[src/tape_fmt_params.svh]
// Register offsets, field positions, codes and timing counts of the tape formatter
`ifndef TAPE_FMT_PARAMS_SVH
`define TAPE_FMT_PARAMS_SVH

// Register word offsets
`define REG_CONNECT        3'h0
`define REG_FUNCTION       3'h1
`define REG_FORMAT         3'h2
`define REG_STATUS         3'h3
`define REG_DATA           3'h4
`define REG_INT_STAT       3'h5
`define REG_INT_MASK       3'h6

// Function codes written to the function register
`define FN_WRITE           3'h1
`define FN_READ            3'h2
`define FN_FILE_MARK       3'h3
`define FN_RELEASE         3'h4

// Format register fields and reset value
`define FMT_BINARY_BIT     0
`define FMT_CHAR_BIT       1
`define FMT_DENS_LSB       2
`define FMT_DENS_MSB       3
`define FMT_RESET          4'h1
`define DENS_200           2'h0
`define DENS_556           2'h1
`define DENS_800           2'h2

// Connect register reset value
`define UNIT_RESET         3'h0

// Status register bits
`define ST_BUSY            0
`define ST_CONNECTED       1
`define ST_EOR             2
`define ST_EOP             3
`define ST_RING            4
`define ST_IN_FULL         5
`define ST_OUT_FULL        6
`define ST_WRITING         7

// Interrupt status and mask bits
`define EV_EOR             0
`define EV_EOP             1
`define EV_FRAME_PAR       2
`define EV_CHECK_CHAR      3
`define EV_DONE            4
`define EV_REFUSED         5
`define EV_W               6

// Recording constants
`define FILE_MARK_CHAR     6'h0F
`define CC_GAP_FRAMES      2'h3

// Timing
`define CLK_PERIOD_NS      100
`define TAPE_IPS           75
`define FRAME_NS(cpi)      (1000000000 / (`TAPE_IPS * (cpi)))
`define FRAME_CYC(cpi)     (`FRAME_NS(cpi) / `CLK_PERIOD_NS)
`define STOP_TIME_US       2000
`define STOP_CYC           ((`STOP_TIME_US * 1000 + `CLK_PERIOD_NS - 1) / `CLK_PERIOD_NS)
`define FM_GAP_IN          6
`define FM_GAP_US          (`FM_GAP_IN * 1000000 / `TAPE_IPS)
`define FM_GAP_CYC         ((`FM_GAP_US * 1000 + `CLK_PERIOD_NS - 1) / `CLK_PERIOD_NS)

`endif

[src/tape_fmt_pkg.sv]
// Types shared by the tape formatter
package tape_fmt_pkg;

  typedef enum logic [3:0] {
    S_IDLE     = 4'h0,
    S_WR_DATA  = 4'h1,
    S_WR_CCGAP = 4'h2,
    S_WR_CHECK = 4'h3,
    S_FM_GAP   = 4'h4,
    S_FM_CHAR  = 4'h5,
    S_RD_DATA  = 4'h6,
    S_STOPPING = 4'h7
  } state_e;

  typedef logic [1:0] density_t;

endpackage

[src/frame_parity.sv]
// Transverse parity bit of one tape frame
`timescale 1ns/10ps
module frame_parity #(
  parameter int W = 6
) (
  input  wire logic [W-1:0] data_in,  // Frame character bits
  input  wire logic         odd_in,   // High for odd parity
  output logic              par_out   // Parity bit to record or expect
);
  assign par_out = (^data_in) ^ odd_in;
endmodule

[src/tape_record_formatter.sv]
// Tape record formatter: selection, disassembly, assembly and parity
//
// How it works
// Output words split into 6-bit characters, one tape frame each.
// Exactly three blank frames precede each record's check character.
// File mark is one even-parity octal 17 frame plus its check.
// Six inches of blank tape precede the file mark.
// Reading checks frame parity and the longitudinal check character.
// A blank gap after data frames on read gives end of record.
// Input request after end of record gives end of operation.
// While busy, new function codes and selection writes are ignored.
// Assembled input words wait in a holding register until read.
// No writing unless the write-permit ring is present.
// Connect only succeeds when the address matches the unit switch.
// Connect selects this controller and its handler for later functions.
// Format picks parity, assembly mode and 200/556/800 density.
// Handler needs 2 ms stop time before motion counts as ended.
// Binary format uses odd frame parity, coded format even.
// Check character makes each of the six data tracks' count of ones even.
// Read characters are packed into computer words.
`timescale 1ns/10ps
`include "tape_fmt_params.svh"
module tape_record_formatter
  import tape_fmt_pkg::*;
#(
  parameter int WORD_W   = 12,
  parameter int STOP_CYC = `STOP_CYC,
  parameter int GAP_CYC  = `FM_GAP_CYC
) (
  input  wire logic        REF_CLK_IN,        // System clock, 10 MHz
  input  wire logic        ARST_N_IN,         // Async reset, active low
  input  wire logic [2:0]  ADDR_IN,           // Register word address
  input  wire logic [15:0] WDATA_IN,          // Register write data
  input  wire logic        WR_EN_IN,          // Write strobe
  input  wire logic        RD_EN_IN,          // Read strobe
  output logic      [15:0] RDATA_OUT,         // Read data, next cycle
  output logic             IRQ_OUT,           // Interrupt level
  input  wire logic [6:0]  TAPE_RD_DATA_IN,   // Read frame, bit 6 parity
  input  wire logic        TAPE_RD_STROBE_IN, // Read frame strobe
  input  wire logic        TAPE_GAP_IN,       // Record gap sensed
  input  wire logic        WRITE_RING_IN,     // Write-permit ring present
  input  wire logic [2:0]  UNIT_SWITCH_IN,    // Equipment select switch
  output logic      [6:0]  TAPE_WR_DATA_OUT,  // Write frame, bit 6 parity
  output logic             TAPE_WR_STROBE_OUT,// Write frame pulse
  output logic             TAPE_MOTION_OUT,   // Tape motion request
  output logic             TAPE_WRITE_OUT,    // Write current enable
  output logic             UNIT_SELECT_OUT,   // Handler selected
  output density_t         DENSITY_OUT        // Recording density code
);

  localparam int CHARS = WORD_W / 6;
  localparam int CW    = $clog2(CHARS + 1);
  localparam int SYN_W = 13;
  localparam logic [23:0] GAP_L  = 24'(GAP_CYC);
  localparam logic [23:0] STOP_L = 24'(STOP_CYC);

  state_e            state_r;
  logic [SYN_W-1:0]  meta_r;
  logic [SYN_W-1:0]  sync_r;
  logic [6:0]        rd_data_s;
  logic              strobe_s;
  logic              gap_s;
  logic              ring_s;
  logic [2:0]        sw_s;
  logic              strobe_d_r;
  logic              gap_d_r;
  logic              connected_r;
  logic [2:0]        unit_r;
  logic [3:0]        fmt_r;
  logic [`EV_W-1:0]  mask_r;
  logic [`EV_W-1:0]  int_r;
  logic [`EV_W-1:0]  ev;
  logic [WORD_W-1:0] out_word_r;
  logic              out_full_r;
  logic [WORD_W-1:0] sh_r;
  logic [CW-1:0]     chars_r;
  logic [1:0]        gap_cnt_r;
  logic [5:0]        lrc_r;
  logic              fm_r;
  logic [6:0]        wr_frame_r;
  logic              wr_strobe_r;
  logic              motion_r;
  logic              write_en_r;
  logic [23:0]       tmr_r;
  logic [23:0]       lim;
  logic              tick;
  logic              emit;
  logic [5:0]        emit_char;
  logic              emit_par;
  logic              par_odd;
  logic [5:0]        rd_lrc_r;
  logic [5:0]        pend_r;
  logic              pend_v_r;
  logic              seen_r;
  logic [WORD_W-1:0] asm_r;
  logic [CW-1:0]     asm_cnt_r;
  logic [WORD_W-1:0] push_word;
  logic              push;
  logic [WORD_W-1:0] in_word_r;
  logic              in_full_r;
  logic              eor_r;
  logic              eop_r;
  logic              rd_par;
  logic [15:0]       status;
  logic [15:0]       rdata_r;
  logic              idle;
  logic              char_mode;
  logic              fn_go;
  logic              start_wr;
  logic              start_rd;
  logic              start_fm;
  logic              refuse;
  logic              wr_connect;
  logic              wr_format;
  logic              wr_data;
  logic              rd_data_req;
  logic              load_word;
  logic              rd_frame;
  logic              gap_ev;
  logic              perr_ev;

  // Two-stage synchroniser for every handler pin
  always_ff @(posedge REF_CLK_IN or negedge ARST_N_IN) begin
    if (!ARST_N_IN) begin
      meta_r <= '0;
      sync_r <= '0;
    end else begin
      meta_r <= {TAPE_RD_DATA_IN, TAPE_RD_STROBE_IN, TAPE_GAP_IN,
                 WRITE_RING_IN, UNIT_SWITCH_IN};
      sync_r <= meta_r;
    end
  end

  assign rd_data_s = sync_r[12:6];
  assign strobe_s  = sync_r[5];
  assign gap_s     = sync_r[4];
  assign ring_s    = sync_r[3];
  assign sw_s      = sync_r[2:0];

  always_ff @(posedge REF_CLK_IN or negedge ARST_N_IN) begin
    if (!ARST_N_IN) begin
      strobe_d_r <= 1'b0;
      gap_d_r    <= 1'b0;
    end else begin
      strobe_d_r <= strobe_s;
      gap_d_r    <= gap_s;
    end
  end

  // Bus decode and function start
  assign idle        = (state_r == S_IDLE);
  assign char_mode   = fmt_r[`FMT_CHAR_BIT];
  assign wr_connect  = WR_EN_IN && (ADDR_IN == `REG_CONNECT) && idle;
  assign wr_format   = WR_EN_IN && (ADDR_IN == `REG_FORMAT) && idle;
  assign wr_data     = WR_EN_IN && (ADDR_IN == `REG_DATA);
  assign rd_data_req = RD_EN_IN && (ADDR_IN == `REG_DATA);
  assign fn_go       = WR_EN_IN && (ADDR_IN == `REG_FUNCTION) && idle &&
                       connected_r;
  assign start_wr = fn_go && (WDATA_IN[2:0] == `FN_WRITE) && ring_s;
  assign start_fm = fn_go && (WDATA_IN[2:0] == `FN_FILE_MARK) && ring_s;
  assign start_rd = fn_go && (WDATA_IN[2:0] == `FN_READ);
  assign refuse   = fn_go && !ring_s &&
                    ((WDATA_IN[2:0] == `FN_WRITE) ||
                     (WDATA_IN[2:0] == `FN_FILE_MARK));

  // Selection of controller and handler
  always_ff @(posedge REF_CLK_IN or negedge ARST_N_IN) begin
    if (!ARST_N_IN) begin
      unit_r      <= `UNIT_RESET;
      connected_r <= 1'b0;
    end else if (wr_connect) begin
      unit_r      <= WDATA_IN[2:0];
      connected_r <= (WDATA_IN[2:0] == sw_s);
    end else if (fn_go && (WDATA_IN[2:0] == `FN_RELEASE)) begin
      connected_r <= 1'b0;
    end
  end

  always_ff @(posedge REF_CLK_IN or negedge ARST_N_IN) begin
    if (!ARST_N_IN) begin
      fmt_r  <= `FMT_RESET;
      mask_r <= '0;
    end else begin
      if (wr_format) begin
        fmt_r <= WDATA_IN[3:0];
      end
      if (WR_EN_IN && (ADDR_IN == `REG_INT_MASK)) begin
        mask_r <= WDATA_IN[`EV_W-1:0];
      end
    end
  end

  // Frame period by density; gap and stop times
  always_comb begin
    case (state_r)
      S_FM_GAP:   lim = GAP_L;
      S_STOPPING: lim = STOP_L;
      default: begin
        case (fmt_r[`FMT_DENS_MSB:`FMT_DENS_LSB])
          `DENS_556: lim = 24'(`FRAME_CYC(556));
          `DENS_800: lim = 24'(`FRAME_CYC(800));
          default:   lim = 24'(`FRAME_CYC(200));
        endcase
      end
    endcase
  end

  assign tick = (tmr_r == lim - 24'h1);

  always_ff @(posedge REF_CLK_IN or negedge ARST_N_IN) begin
    if (!ARST_N_IN) begin
      tmr_r <= '0;
    end else if (idle || (state_r == S_RD_DATA) || tick) begin
      tmr_r <= '0;
    end else begin
      tmr_r <= tmr_r + 24'h1;
    end
  end

  // Output word waiting for disassembly
  assign load_word = (state_r == S_WR_DATA) && tick && (chars_r == '0) &&
                     out_full_r;

  always_ff @(posedge REF_CLK_IN or negedge ARST_N_IN) begin
    if (!ARST_N_IN) begin
      out_word_r <= '0;
      out_full_r <= 1'b0;
    end else if (wr_data && (!out_full_r || load_word)) begin
      out_word_r <= WDATA_IN[WORD_W-1:0];
      out_full_r <= 1'b1;
    end else if (load_word) begin
      out_full_r <= 1'b0;
    end
  end

  // Character to be written in this frame time
  always_comb begin
    emit      = 1'b0;
    emit_char = 6'h00;
    case (state_r)
      S_WR_DATA: begin
        if (tick && (chars_r != '0)) begin
          emit      = 1'b1;
          emit_char = sh_r[WORD_W-1 -: 6];
        end else if (load_word) begin
          emit      = 1'b1;
          emit_char = char_mode ? out_word_r[5:0] :
                                  out_word_r[WORD_W-1 -: 6];
        end
      end
      S_WR_CHECK: begin
        emit      = tick;
        emit_char = lrc_r;
      end
      S_FM_CHAR: begin
        emit      = tick;
        emit_char = `FILE_MARK_CHAR;
      end
      default: begin
        emit      = 1'b0;
        emit_char = 6'h00;
      end
    endcase
  end

  assign par_odd = fmt_r[`FMT_BINARY_BIT] && !fm_r;

  frame_parity #(.W(6)) u_wr_par (
    .data_in (emit_char),
    .odd_in  (par_odd),
    .par_out (emit_par)
  );

  // Sequencer for write, file mark, read and stop
  always_ff @(posedge REF_CLK_IN or negedge ARST_N_IN) begin
    if (!ARST_N_IN) begin
      state_r     <= S_IDLE;
      sh_r        <= '0;
      chars_r     <= '0;
      gap_cnt_r   <= 2'h0;
      lrc_r       <= 6'h00;
      fm_r        <= 1'b0;
      wr_frame_r  <= 7'h00;
      wr_strobe_r <= 1'b0;
      motion_r    <= 1'b0;
      write_en_r  <= 1'b0;
    end else begin
      wr_strobe_r <= emit;
      if (emit) begin
        wr_frame_r <= {emit_par, emit_char};
      end
      if (emit && (state_r != S_WR_CHECK)) begin
        lrc_r <= lrc_r ^ emit_char;
      end
      case (state_r)
        S_IDLE: begin
          lrc_r   <= 6'h00;
          chars_r <= '0;
          if (start_wr) begin
            state_r    <= S_WR_DATA;
            motion_r   <= 1'b1;
            write_en_r <= 1'b1;
            fm_r       <= 1'b0;
          end else if (start_fm) begin
            state_r    <= S_FM_GAP;
            motion_r   <= 1'b1;
            write_en_r <= 1'b1;
            fm_r       <= 1'b1;
          end else if (start_rd) begin
            state_r  <= S_RD_DATA;
            motion_r <= 1'b1;
          end
        end
        S_WR_DATA: begin
          if (tick && (chars_r != '0)) begin
            sh_r    <= {sh_r[WORD_W-7:0], 6'h00};
            chars_r <= chars_r - CW'(1);
          end else if (load_word) begin
            sh_r    <= {out_word_r[WORD_W-7:0], 6'h00};
            chars_r <= char_mode ? '0 : CW'(CHARS - 1);
          end else if (tick) begin
            state_r   <= S_WR_CCGAP;
            gap_cnt_r <= 2'h1;
          end
        end
        S_WR_CCGAP: begin
          if (tick) begin
            if (gap_cnt_r == `CC_GAP_FRAMES - 2'h1) begin
              state_r <= S_WR_CHECK;
            end else begin
              gap_cnt_r <= gap_cnt_r + 2'h1;
            end
          end
        end
        S_WR_CHECK: begin
          if (tick) begin
            state_r    <= S_STOPPING;
            motion_r   <= 1'b0;
            write_en_r <= 1'b0;
          end
        end
        S_FM_GAP: begin
          if (tick) begin
            state_r <= S_FM_CHAR;
          end
        end
        S_FM_CHAR: begin
          if (tick) begin
            state_r   <= S_WR_CCGAP;
            gap_cnt_r <= 2'h0;
          end
        end
        S_RD_DATA: begin
          if (gap_ev) begin
            state_r  <= S_STOPPING;
            motion_r <= 1'b0;
          end
        end
        S_STOPPING: begin
          if (tick) begin
            state_r <= S_IDLE;
          end
        end
        default: state_r <= S_IDLE;
      endcase
    end
  end

  // Read path: the last frame before the gap is the check character
  assign rd_frame = strobe_s && !strobe_d_r && (state_r == S_RD_DATA);
  assign gap_ev   = gap_s && !gap_d_r && (state_r == S_RD_DATA) && seen_r;

  frame_parity #(.W(6)) u_rd_par (
    .data_in (rd_data_s[5:0]),
    .odd_in  (fmt_r[`FMT_BINARY_BIT]),
    .par_out (rd_par)
  );

  assign perr_ev   = rd_frame && (rd_par != rd_data_s[6]);
  assign push      = rd_frame && pend_v_r &&
                     (char_mode || (asm_cnt_r == CW'(CHARS - 1)));
  assign push_word = char_mode ? {{(WORD_W-6){1'b0}}, pend_r} :
                                 {asm_r[WORD_W-7:0], pend_r};

  always_ff @(posedge REF_CLK_IN or negedge ARST_N_IN) begin
    if (!ARST_N_IN) begin
      rd_lrc_r  <= 6'h00;
      pend_r    <= 6'h00;
      pend_v_r  <= 1'b0;
      seen_r    <= 1'b0;
      asm_r     <= '0;
      asm_cnt_r <= '0;
    end else if (start_rd) begin
      rd_lrc_r  <= 6'h00;
      pend_v_r  <= 1'b0;
      seen_r    <= 1'b0;
      asm_cnt_r <= '0;
    end else if (rd_frame) begin
      rd_lrc_r <= rd_lrc_r ^ rd_data_s[5:0];
      pend_r   <= rd_data_s[5:0];
      pend_v_r <= 1'b1;
      seen_r   <= 1'b1;
      if (pend_v_r && !char_mode) begin
        asm_r     <= {asm_r[WORD_W-7:0], pend_r};
        asm_cnt_r <= push ? '0 : asm_cnt_r + CW'(1);
      end
    end
  end

  // Holding register between tape timing and computer timing
  always_ff @(posedge REF_CLK_IN or negedge ARST_N_IN) begin
    if (!ARST_N_IN) begin
      in_word_r <= '0;
      in_full_r <= 1'b0;
    end else if (push) begin
      in_word_r <= push_word;
      in_full_r <= 1'b1;
    end else if (rd_data_req) begin
      in_full_r <= 1'b0;
    end
  end

  always_ff @(posedge REF_CLK_IN or negedge ARST_N_IN) begin
    if (!ARST_N_IN) begin
      eor_r <= 1'b0;
      eop_r <= 1'b0;
    end else begin
      if (gap_ev) begin
        eor_r <= 1'b1;
      end else if (fn_go) begin
        eor_r <= 1'b0;
      end
      if (ev[`EV_EOP]) begin
        eop_r <= 1'b1;
      end else if (fn_go) begin
        eop_r <= 1'b0;
      end
    end
  end

  // Interrupt events, sticky until the interrupt status is read
  always_comb begin
    ev                 = '0;
    ev[`EV_EOR]        = gap_ev;
    ev[`EV_EOP]        = rd_data_req && !in_full_r && eor_r;
    ev[`EV_FRAME_PAR]  = perr_ev;
    ev[`EV_CHECK_CHAR] = gap_ev && (rd_lrc_r != 6'h00);
    ev[`EV_DONE]       = (state_r == S_STOPPING) && tick;
    ev[`EV_REFUSED]    = refuse;
  end

  always_ff @(posedge REF_CLK_IN or negedge ARST_N_IN) begin
    if (!ARST_N_IN) begin
      int_r <= '0;
    end else if (RD_EN_IN && (ADDR_IN == `REG_INT_STAT)) begin
      int_r <= ev;
    end else begin
      int_r <= int_r | ev;
    end
  end

  always_comb begin
    status                = '0;
    status[`ST_BUSY]      = !idle;
    status[`ST_CONNECTED] = connected_r;
    status[`ST_EOR]       = eor_r;
    status[`ST_EOP]       = eop_r;
    status[`ST_RING]      = ring_s;
    status[`ST_IN_FULL]   = in_full_r;
    status[`ST_OUT_FULL]  = out_full_r;
    status[`ST_WRITING]   = write_en_r;
  end

  always_ff @(posedge REF_CLK_IN or negedge ARST_N_IN) begin
    if (!ARST_N_IN) begin
      rdata_r <= 16'h0000;
    end else if (RD_EN_IN) begin
      case (ADDR_IN)
        `REG_CONNECT:  rdata_r <= {12'h000, connected_r, unit_r};
        `REG_FORMAT:   rdata_r <= {12'h000, fmt_r};
        `REG_STATUS:   rdata_r <= status;
        `REG_DATA:     rdata_r <= 16'(in_word_r);
        `REG_INT_STAT: rdata_r <= {{(16-`EV_W){1'b0}}, int_r};
        `REG_INT_MASK: rdata_r <= {{(16-`EV_W){1'b0}}, mask_r};
        default:       rdata_r <= 16'h0000;
      endcase
    end else begin
      rdata_r <= 16'h0000;
    end
  end

  assign RDATA_OUT          = rdata_r;
  assign IRQ_OUT            = |(int_r & mask_r);
  assign TAPE_WR_DATA_OUT   = wr_frame_r;
  assign TAPE_WR_STROBE_OUT = wr_strobe_r;
  assign TAPE_MOTION_OUT    = motion_r;
  assign TAPE_WRITE_OUT     = write_en_r;
  assign UNIT_SELECT_OUT    = connected_r;
  assign DENSITY_OUT        = fmt_r[`FMT_DENS_MSB:`FMT_DENS_LSB];
endmodule

[config.mk]
export PLATFORM = sky130hd
export DESIGN_NAME = tape_record_formatter
export DESIGN_NICKNAME = d
export VERILOG_FILES = /design/src/tape_fmt_pkg.sv /design/src/frame_parity.sv /design/src/tape_record_formatter.sv
export VERILOG_INCLUDE_DIRS = /design/src
export SDC_FILE = /design/constraint.sdc
export NUM_CORES = 1
export LEC_CHECK = 0
export BUFFER_PORTS_ARGS = -buffer_cell sky130_fd_sc_hd__buf_2
export CORE_UTILIZATION = 42
export CTS_CLUSTER_SIZE = 10
export DETAILED_ROUTE_END_ITERATION = 10
export PLACE_DENSITY = 0.66
export SLEW_MARGIN = 40
export SYNTH_ARGS = -nofsm -noshare
export SYNTH_HDL_FRONTEND = slang
export SYNTH_HIERARCHICAL = 1
export SYNTH_SLANG_ARGS = --single-unit
[constraint.sdc]
create_clock -name REF_CLK_IN -period 4.25 [get_ports REF_CLK_IN]
set_clock_uncertainty 0.15 [all_clocks]
set_input_delay 0.425 -clock REF_CLK_IN [delete_from_list [all_inputs] [get_ports REF_CLK_IN]]
set_output_delay 0.425 -clock REF_CLK_IN [all_outputs]
set_load 0.01 [all_outputs]
==> impl_metrics.json, run 1 <==
{
  "cp.required_ns": 4.41,
  "path_buf_inv": 0,
  "slowest_delay_ns": 0.75,
  "yosys_warnings": 6,
  "final.setup.tns_ns": 0,
  "synthAdderAreaFrac": 0.00950,
  "regArea_mm2": 0.00408,
  "crit_family": "simple AND/OR/NAND/NOR gates",
  "critical_path_arrival_ns": 4.05,
  "reg2reg_depth": 9,
  "slew-limit-headroom": 0.467,
  "grt_max_degree": 109,
  "wl_um": 17200,
  "fin_crit_sh": 0.913,
  "multi_input_area_mm2": 0.00349,
  "ant_nets": 0,
  "cts_buffers": 17,
  "worst-setup-path-type": "flip-flop to flip-flop",
  "area_growth_pct": 15.6,
  "n_fill_cell": 1627,
  "ir_drop_v": 0.000276,
  "holdPathStages": 2,
  "tightest_slew_ns": 0.800,
  "place.port_buffers": 57,
  "synth_xor_area_frac": 0.0524,
  "outcome": "complete, but fails checks",
  "fmax_mhz": 258,
  "root_buffer": "clkbuf_16",
  "num_vias": 5623,
  "grt_usage": 0.190,
  "rows": 49,
  "path_max_fanout": 16,
  "synth_seq_cells": 163,
  "power.density_mw_per_mm2": 518,
  "synth-compound-area-share": 0.123,
  "slowest_stage": "or4_1",
  "cts_max_path_buffers": 2,
  "hold_viol_final": 0,
  "path_depth": 9,
  "slew_viol_final": 0,
  "endpoint_kind": "flip-flop",
  "crit_chain": "nand2b_2, a311oi_1, a2bb2oi_1, or4_1, o41ai_1, or2_1, xnor3_1, xnor3_1, mux2_2",
  "max_cap_viol_count": 0,
  "synth-edff-count": 0,
  "gp_congestion": 0.845,
  "netlist-cell-type-count": 67,
  "die_w_um": 139,
  "clk_pin_slew_ns": 0.06,
  "synth_top_family_by_area": "simple AND/OR/NAND/NOR gates",
  "final_cell_mix": "162 x dfrtp_1, 77 x nand2_1, 62 x nor2_1",
  "r2r_setup_slack_ns": 0.37,
  "coreArea_mm2": 0.0182,
  "fin_crit_ns": 3.88,
  "drive_gt1_frac": 0.193,
  "start_util": 0.434,
  "rsz0062_at_grt": "false",
  "vias_per_cell": 5.35,
  "grt_pass1_wl_um": 29000,
  "dr.pass1.iters": 8,
  "gr-total-overflow": 0,
  "async_reset_ff_frac": 1.00,
  "ys.flop_type": "dfrtp_1",
  "synth-simple-area-share": 0.176,
  "setup_violations": 0,
  "start_kind": "flip-flop",
  "syn_area_mm2": 0.00790,
  "syn_inst": 754,
  "wl_per_cell_um": 16.3,
  "die_y_um": 139,
  "whs_ns": 0.0850,
  "p_leak_nw": 4.17,
  "dp_hpwl_um": 11900,
  "cts_sinks": 163,
  "grt_antenna_before_repair": 0,
  "dieArea_mm2": 0.0194,
  "hold_class": "primary input to flip-flop",
  "postSynthAreaPerCell_um2": 10.5,
  "design.portCount": 66,
  "htree_levels": 4,
  "grt_pass1_vias": 5518,
  "final_common_cell": "dfrtp_1",
  "violations": "DRC",
  "cts_tree": "built",
  "synth-seq-area-share": 0.516,
  "critPathMostFrequentCell": "xnor3_1",
  "diodes": 0,
  "synth_mux_area_frac": 0.0778,
  "fin_nets": 854,
  "first_iter_violations": 353,
  "drc_errors": 4,
  "clk-insertion-delay-late_ns": 0.43
}
-- kinds of logic after synthesis --
kind of cell    count (synthesis)
simple gates                  281
flops                         163
compound gates                131
buf+inv                        81
mux                            50
xor+xnor                       41
fa+ha+maj                       6
other cells                     1
-- through the flow --
step                      area [um2]  utilization  setup WS (ns)  cells  power, mW
after CTS                       9100        0.500          0.399   1051       4.77
after global routing            9130        0.501          0.105   1052       5.01
after detailed placement        8360        0.459          0.407   1007       3.18
after floorplan                 7910            -          0.897    757       2.86
after global placement          8350        0.458          0.492   1006       3.14
final                           9130        0.501          0.368   1052       4.73
-- repair_timing --
action,4_1_cts,5_1_grt
endpoints found under the setup margin,0,0
setup buffers,0,0
gates resized for setup,0,0
hold buffers,14,0
endpoints found under the hold margin,117,0
-- metal layers --
metal	global-route usage	routed length [um]	vias up
met5	0	0	-
met3	0.0404	811	21
li1	-	-	2758
met2	0.279	7580	133
met1	0.274	8410	2711
met4	0.0743	347	0
-- power breakdown --
part           internal (mW)  switching (mW)  leakage (nW)
combinational          0.538           0.624          1.76
clock                  0.963           0.603         0.299
sequential              1.78           0.225          2.11
total                   3.28            1.45          4.17
-- final cells by class --
class,instances,share of cell area
inverter,34,0.0140
clock inverter,9,0.0140
multi-input combinational,513,0.382
tap,229,0.0314
clock buffer,21,0.0515
sequential,163,0.447
timing repair buffer,83,0.0602
-- flip-flops by register name (all words and copies together) (netlist names), 7 cells and up --
signal            flops
TAPE_WR_DATA_OUT      7
out_word_r           12
meta_r               13
in_word_r            12
RDATA_OUT            12
sync_r               13
tmr_r                24
-- cell usage after synthesis, types with 12 or more instances --
master | number | area, um2
xnor2_1 | 13 | 114
nor3_1 | 28 | 140
nand2_1 | 77 | 289
nor2_1 | 62 | 233
inv_1 | 33 | 124
mux2_2 | 31 | 349
nand3_1 | 31 | 155
dfrtp_1 | 162 | 4050
buf_2 | 12 | 60.1
o21ai_0 | 47 | 235
xor2_1 | 24 | 210
clkbuf_1 | 23 | 86.3
-- final timing paths --
kind | start | end
max | state_r[0]$_DFFE_PN0P_ | TAPE_WR_DATA_OUT[6]$_DFFE_PN0P_
min | WDATA_IN[9] | out_word_r[9]$_DFFE_PN0P_
max reg2reg | state_r[0]$_DFFE_PN0P_ | TAPE_WR_DATA_OUT[6]$_DFFE_PN0P_
min reg2reg | meta_r[8]$_DFF_PN0_ | sync_r[8]$_DFF_PN0_
max in group asynchronous | ARST_N_IN | unit_r[0]$_DFFE_PN0P_
min in group asynchronous | ARST_N_IN | tmr_r[1]$_DFF_PN0_
Note: power is estimated with default switching activity, not from simulation.
==> run 2, diff against run 1 <==
CORE_UTILIZATION = 35   (was 42)
PLACE_DENSITY = 0.58   (was 0.66)
==> run 2 against run 1 <==
  * The run still ends with DRC left
  * Combinational power is essentially flat
  * Via count is 0.98% higher
  * Maximum frequency shrank 0.69%
  * Flip-flop and latch count unchanged
  * Global-route usage decreased by 2.6 points
  * Design area up 0.29%
  * Clock power is 3% lower
  * Critical endpoint unchanged
  * Highest routed layer is now met5
==> impl_metrics.json, run 2 (synthesis results as in run 1) <==
{
  "rsz0062_at_grt": "false",
  "start_util": 0.360,
  "diodes": 0,
  "vias_per_cell": 5.15,
  "ir_drop_v": 0.000186,
  "slew-limit-headroom": 0.536,
  "fmax_mhz": 256,
  "clk-insertion-delay-late_ns": 0.43,
  "dieArea_mm2": 0.0232,
  "gp_congestion": 0.840,
  "root_buffer": "clkbuf_16",
  "cts_sinks": 163,
  "path_max_fanout": 16,
  "cts_tree": "built",
  "critical_path_arrival_ns": 4.08,
  "setup_violations": 0,
  "post_dp_cell_area_mm2": 0.00842,
  "first_iter_violations": 364,
  "grt_pass1_wl_um": 30000,
  "path_depth": 9,
  "p_leak_nw": 4.13,
  "endpoint": "TAPE_WR_DATA_OUT[6]$_DFFE_PN0P_",
  "fin_crit_sh": 0.920,
  "ant_nets": 0,
  "path_buf_inv": 0,
  "final_util": 0.417,
  "final_common_cell": "dfrtp_1",
  "final_area_mm2": 0.00916,
  "dp_hpwl_um": 12500,
  "place.port_buffers": 57,
  "slowest_stage": "or4_1",
  "die_w_um": 152,
  "max_cap_viol_count": 0,
  "worst-setup-path-type": "flip-flop to flip-flop",
  "drc_errors": 7,
  "cts_setup_buffers": 0,
  "startpoint": "state_r[1]$_DFFE_PN0P_",
  "drive_gt1_frac": 0.196,
  "cts_buffers": 17,
  "outcome": "complete, but fails checks",
  "hold_class": "primary input to flip-flop",
  "tightest_slew_ns": 0.696,
  "fin_crit_ns": 3.91,
  "stdcell_count": 1103,
  "cp.required_ns": 4.42,
  "gr-total-overflow": 0,
  "design.portCount": 66,
  "cts_max_path_buffers": 2,
  "r2r_setup_slack_ns": 0.34,
  "htree_levels": 4,
  "reg2reg_depth": 9,
  "power.density_mw_per_mm2": 513,
  "dr.pass1.iters": 8,
  "reg2reg_from": "state_r[1]$_DFFE_PN0P_",
  "wl_per_cell_um": 16.5,
  "slowest_delay_ns": 0.75,
  "dp.cells": 1056,
  "largest_reg_flops": 24,
  "die_y_um": 152,
  "wl_um": 18100,
  "crit_chain": "nand2b_2, nand3_2, a2bb2oi_1, or4_1, o41ai_1, or2_1, xnor2_1, xnor3_1, mux2_2",
  "slew_viol_final": 0,
  "crit_family": "simple AND/OR/NAND/NOR gates",
  "grt_usage": 0.164,
  "grt_antenna_before_repair": 1,
  "top_regs": "tmr_r x24, meta_r x13, sync_r x13",
  "final_cell_mix": "162 x dfrtp_1, 77 x nand2_1, 62 x nor2_1",
  "grt_pass1_vias": 5558,
  "violations": "DRC",
  "area_growth_pct": 15.9,
  "endpoint_kind": "flip-flop",
  "clk_pin_slew_ns": 0.07,
  "final.setup.tns_ns": 0,
  "num_vias": 5678,
  "grt_max_degree": 89,
  "start_kind": "flip-flop",
  "rows": 54,
  "worstReg2RegEnd": "TAPE_WR_DATA_OUT[6]$_DFFE_PN0P_",
  "hold_viol_final": 0,
  "fin_nets": 852,
  "regMostFlops": "tmr_r",
  "coreArea_mm2": 0.0220
}
run 2: cell count changes in the layout (fill, tap and decap cells not counted):
| cell | before | now |
|---|---|---|
| bufinv_16 | 3 | 1 |
| inv_6 | 1 | 5 |
| clkbuf_1 | 1 | 0 |
| clkinv_2 | 4 | 1 |
| buf_16 | 1 | 0 |
| buf_4 | 10 | 9 |
| buf_12 | 0 | 1 |
| buf_6 | 1 | 0 |
| ha_1 | 6 | 5 |
| clkinvlp_4 | 0 | 4 |
| ha_2 | 0 | 1 |
run 2: routing by layer:
layer	vias to the layer above	track usage	wire length, um
li1	2751	-	-
met1	2801	0.237	9010
met2	110	0.247	8120
met3	14	0.0418	880
met4	2	0.0374	131
met5	-	0	13
run 2: final cells by class:
| class | count | area, um2 |
|---|---|---|
| clock buffer | 20 | 467 |
| clock inverter | 12 | 118 |
| fill | 2091 | 12800 |
| inverter | 34 | 128 |
| multi-input combinational | 513 | 3490 |
| sequential | 163 | 4080 |
| tap | 280 | 350 |
| timing repair buffer | 81 | 523 |
run 2: how the worst min path moves through the flow:
| stage | from | to | slack (ns) | depth (start not counted) |
|---|---|---|---|---|
| after floorplan | ARST_N_IN | RDATA_OUT[0]$_DFF_PN0_ | -0.02 | 0 |
| after global placement | meta_r[5]$_DFF_PN0_ | sync_r[5]$_DFF_PN0_ | 0.19 | 0 |
| after detailed placement | meta_r[6]$_DFF_PN0_ | sync_r[6]$_DFF_PN0_ | 0.19 | 0 |
| after CTS | WDATA_IN[6] | out_word_r[6]$_DFFE_PN0P_ | 0.06 | 2 |
| after global routing | WDATA_IN[6] | out_word_r[6]$_DFFE_PN0P_ | 0.07 | 2 |
| final | WDATA_IN[6] | out_word_r[6]$_DFFE_PN0P_ | 0.08 | 2 |
run 2: report_power, final:
| part | internal (mW) | switching [mW] | leakage, nW | total, mW |
|---|---|---|---|---|
| combinational | 0.537 | 0.629 | 1.74 | 1.17 |
| sequential | 1.77 | 0.236 | 2.11 | 2.01 |
| clock | 0.863 | 0.657 | 0.276 | 1.52 |
run 2: repair_timing:
action,4_1_cts,5_1_grt
hold buffers,14,0
hold endpoints to repair,100,0
gates resized for setup,0,0
run 2: worst reg2reg max path, cell delays in order (launching register included):
cell	delay (ns)
dfrtp_1	0.67
nand2b_2	0.30
nand3_2	0.16
a2bb2oi_1	0.22
or4_1	0.75
o41ai_1	0.51
or2_1	0.23
xnor2_1	0.14
xnor3_1	0.41
mux2_2	0.27
run 2: stage by stage:
stage / power, mW / worst slack (ns) / hold slack [ns]
floorplan: 2.86 / 0.897 / -0.0206
global placement: 3.17 / 0.442 / 0.186
detailed placement: 3.19 / 0.383 / 0.186
CTS: 4.74 / 0.366 / 0.0630
global route: 4.96 / 0.0747 / 0.0663
finish: 4.69 / 0.341 / 0.0806
==> run 3, diff against run 2 <==
GPL_ROUTABILITY_DRIVEN = 0   (was default)
clock period = 4.65 ns   (was 4.25 ns; I/O delays follow)
==> run 3 against run 2 <==
  * Non-clock buffer count unchanged
  * Count of clock-buffer cells in the layout is the same
  * Design area grew 0.34%
  * Cell count barely moved
  * Global-route usage is 0.13 points higher
  * Sequential share of layout area decreased by 0.15 points
  * Largest power group unchanged
  * Sequential power fell by 8%
  * The run still ends with DRC left
  * Combinational power is 10% lower
  * Largest cell class unchanged
  * Worst hold slack improved by 0.034 ns
==> impl_metrics.json, run 3 (synthesis results as in run 1) <==
{
  "dieArea_mm2": 0.0232,
  "gr-total-overflow": 0,
  "wl_per_cell_um": 16.3,
  "coreArea_mm2": 0.0220,
  "r2r_setup_slack_ns": 0.58,
  "worst-setup-path-type": "flip-flop to flip-flop",
  "slew-limit-headroom": 0.473,
  "rows": 54,
  "die_w_um": 152,
  "endpoint_kind": "flip-flop",
  "violations": "DRC",
  "die_y_um": 152,
  "grt_pass1_wl_um": 30100,
  "power_mw": 4.36,
  "tightest_slew_ns": 0.790,
  "final_common_cell": "dfrtp_1",
  "start_util": 0.360,
  "place.port_buffers": 57,
  "root_buffer": "clkbuf_16",
  "reg2reg_depth": 9,
  "clk_pin_slew_ns": 0.07,
  "cts_sinks": 163,
  "grt_max_degree": 98,
  "vias_per_cell": 5.05,
  "cp.required_ns": 4.82,
  "worstReg2RegEnd": "TAPE_WR_DATA_OUT[6]$_DFFE_PN0P_",
  "critical_path_arrival_ns": 4.24,
  "area_growth_pct": 16.3,
  "hold_viol_final": 0,
  "reg2reg_from": "state_r[2]$_DFFE_PN0P_",
  "hold_class": "primary input to flip-flop",
  "design.portCount": 66,
  "fmax_mhz": 246,
  "drc_errors": 7,
  "outcome": "complete, but fails checks",
  "ir_drop_v": 0.000205,
  "use_met1": 0.231,
  "p_leak_nw": 4.16,
  "fin_crit_ns": 4.07,
  "hold_start": "WDATA_IN[10]",
  "final_cell_mix": "162 x dfrtp_1, 77 x nand2_1, 62 x nor2_1",
  "wl_um": 17900,
  "fin_nets": 852,
  "diodes": 0,
  "grt_antenna_before_repair": 1,
  "htree_levels": 4,
  "startpoint": "state_r[2]$_DFFE_PN0P_",
  "cts_tree": "built",
  "power.density_mw_per_mm2": 475,
  "grt_pass1_vias": 5691,
  "start_kind": "flip-flop",
  "dr.pass1.iters": 7,
  "ant_nets": 0,
  "rsz0062_at_grt": "false",
  "use_met2": 0.248,
  "setup_violations": 0,
  "dp_hpwl_um": 12600,
  "final.setup.tns_ns": 0,
  "cts_buffers": 17,
  "largest_reg_flops": 24,
  "clk-insertion-delay-late_ns": 0.43,
  "stdcell_count": 1102,
  "regMostFlops": "tmr_r",
  "first_iter_violations": 363,
  "path_max_fanout": 24,
  "cts_max_path_buffers": 2,
  "max_cap_viol_count": 0,
  "slew_viol_final": 0,
  "num_vias": 5569,
  "grt_usage": 0.165,
  "top_regs": "tmr_r x24, meta_r x13, sync_r x13",
  "fin_crit_sh": 0.876,
  "whs_ns": 0.114,
  "drive_gt1_frac": 0.191,
  "final_util": 0.418,
  "grt-busiest-layer": "met2",
  "grtUsageMet3": 0.0441,
  "dp.cells": 1056,
  "endpoint": "TAPE_WR_DATA_OUT[6]$_DFFE_PN0P_"
}
run 3: changes by cell type in the layout (fill, tap and decap cells not counted):
cell	previous run	this run
clkinv_2	1	5
clkinvlp_4	4	2
buf_12	1	0
ha_2	1	0
inv_6	5	0
buf_6	0	1
buf_4	9	8
ha_1	5	6
bufinv_16	1	4
buf_16	0	1
clkbuf_1	0	2
clkbuf_8	3	1
clkinv_4	1	0
run 3: worst min-delay path by stage:
stage,to,slack [ns],cells after the start
after CTS,out_word_r[10]$_DFFE_PN0P_,0.1,2
after floorplan,RDATA_OUT[0]$_DFF_PN0_,0.02,0
after global routing,out_word_r[10]$_DFFE_PN0P_,0.11,2
after detailed placement,sync_r[6]$_DFF_PN0_,0.18,0
final,out_word_r[10]$_DFFE_PN0P_,0.11,2
after global placement,sync_r[12]$_DFF_PN0_,0.18,0
run 3: through the flow:
| stage | worst slack (ns) | cell area (um2) |
|---|---|---|
| 2_1_floorplan | 1.30 | 7910 |
| 3_3_place_gp | 0.753 | 8400 |
| 3_5_place_dp | 0.627 | 8410 |
| 4_1_cts | 0.621 | 9160 |
| 5_1_grt | 0.313 | 9190 |
| 6_report | 0.578 | 9190 |
run 3: repair_timing:
action | in CTS | in global routing
hold buffers | 14 | 0
gates resized for setup | 0 | 0
buffers inserted | 0 | 0
hold endpoints to repair | 107 | 0
run 3: cell type report:
| cell class | instances | area, um2 |
|---|---|---|
| Fill cell | 2143 | 12800 |
| Sequential cell | 163 | 4080 |
| Multi-Input combinational cell | 513 | 3490 |
| Timing Repair Buffer | 81 | 534 |
| Clock buffer | 20 | 447 |
| Tap cell | 280 | 350 |
| Clock inverter | 11 | 160 |
| Inverter | 34 | 128 |
run 3: power by group:
part | internal (mW) | switching, mW | total (mW)
sequential | 1.62 | 0.218 | 1.84
combinational | 0.487 | 0.566 | 1.05
clock | 0.905 | 0.564 | 1.47
total | 3.01 | 1.35 | 4.36
run 3: worst max-delay path, stage by stage, from the launching register on:
cell	delay [ns]
dfrtp_1	0.83
nor3b_1	0.33
mux2i_1	0.27
nand2_1	0.10
or4_1	0.72
o41ai_1	0.51
or2_1	0.22
xnor2_1	0.15
xnor3_1	0.42
mux2_2	0.26
run 3: layer usage:
layer  up-vias  wire, um
met5         -        13
met4         2       205
met3        13       766
met2        87      8050
met1      2720      8880
li1       2747         -
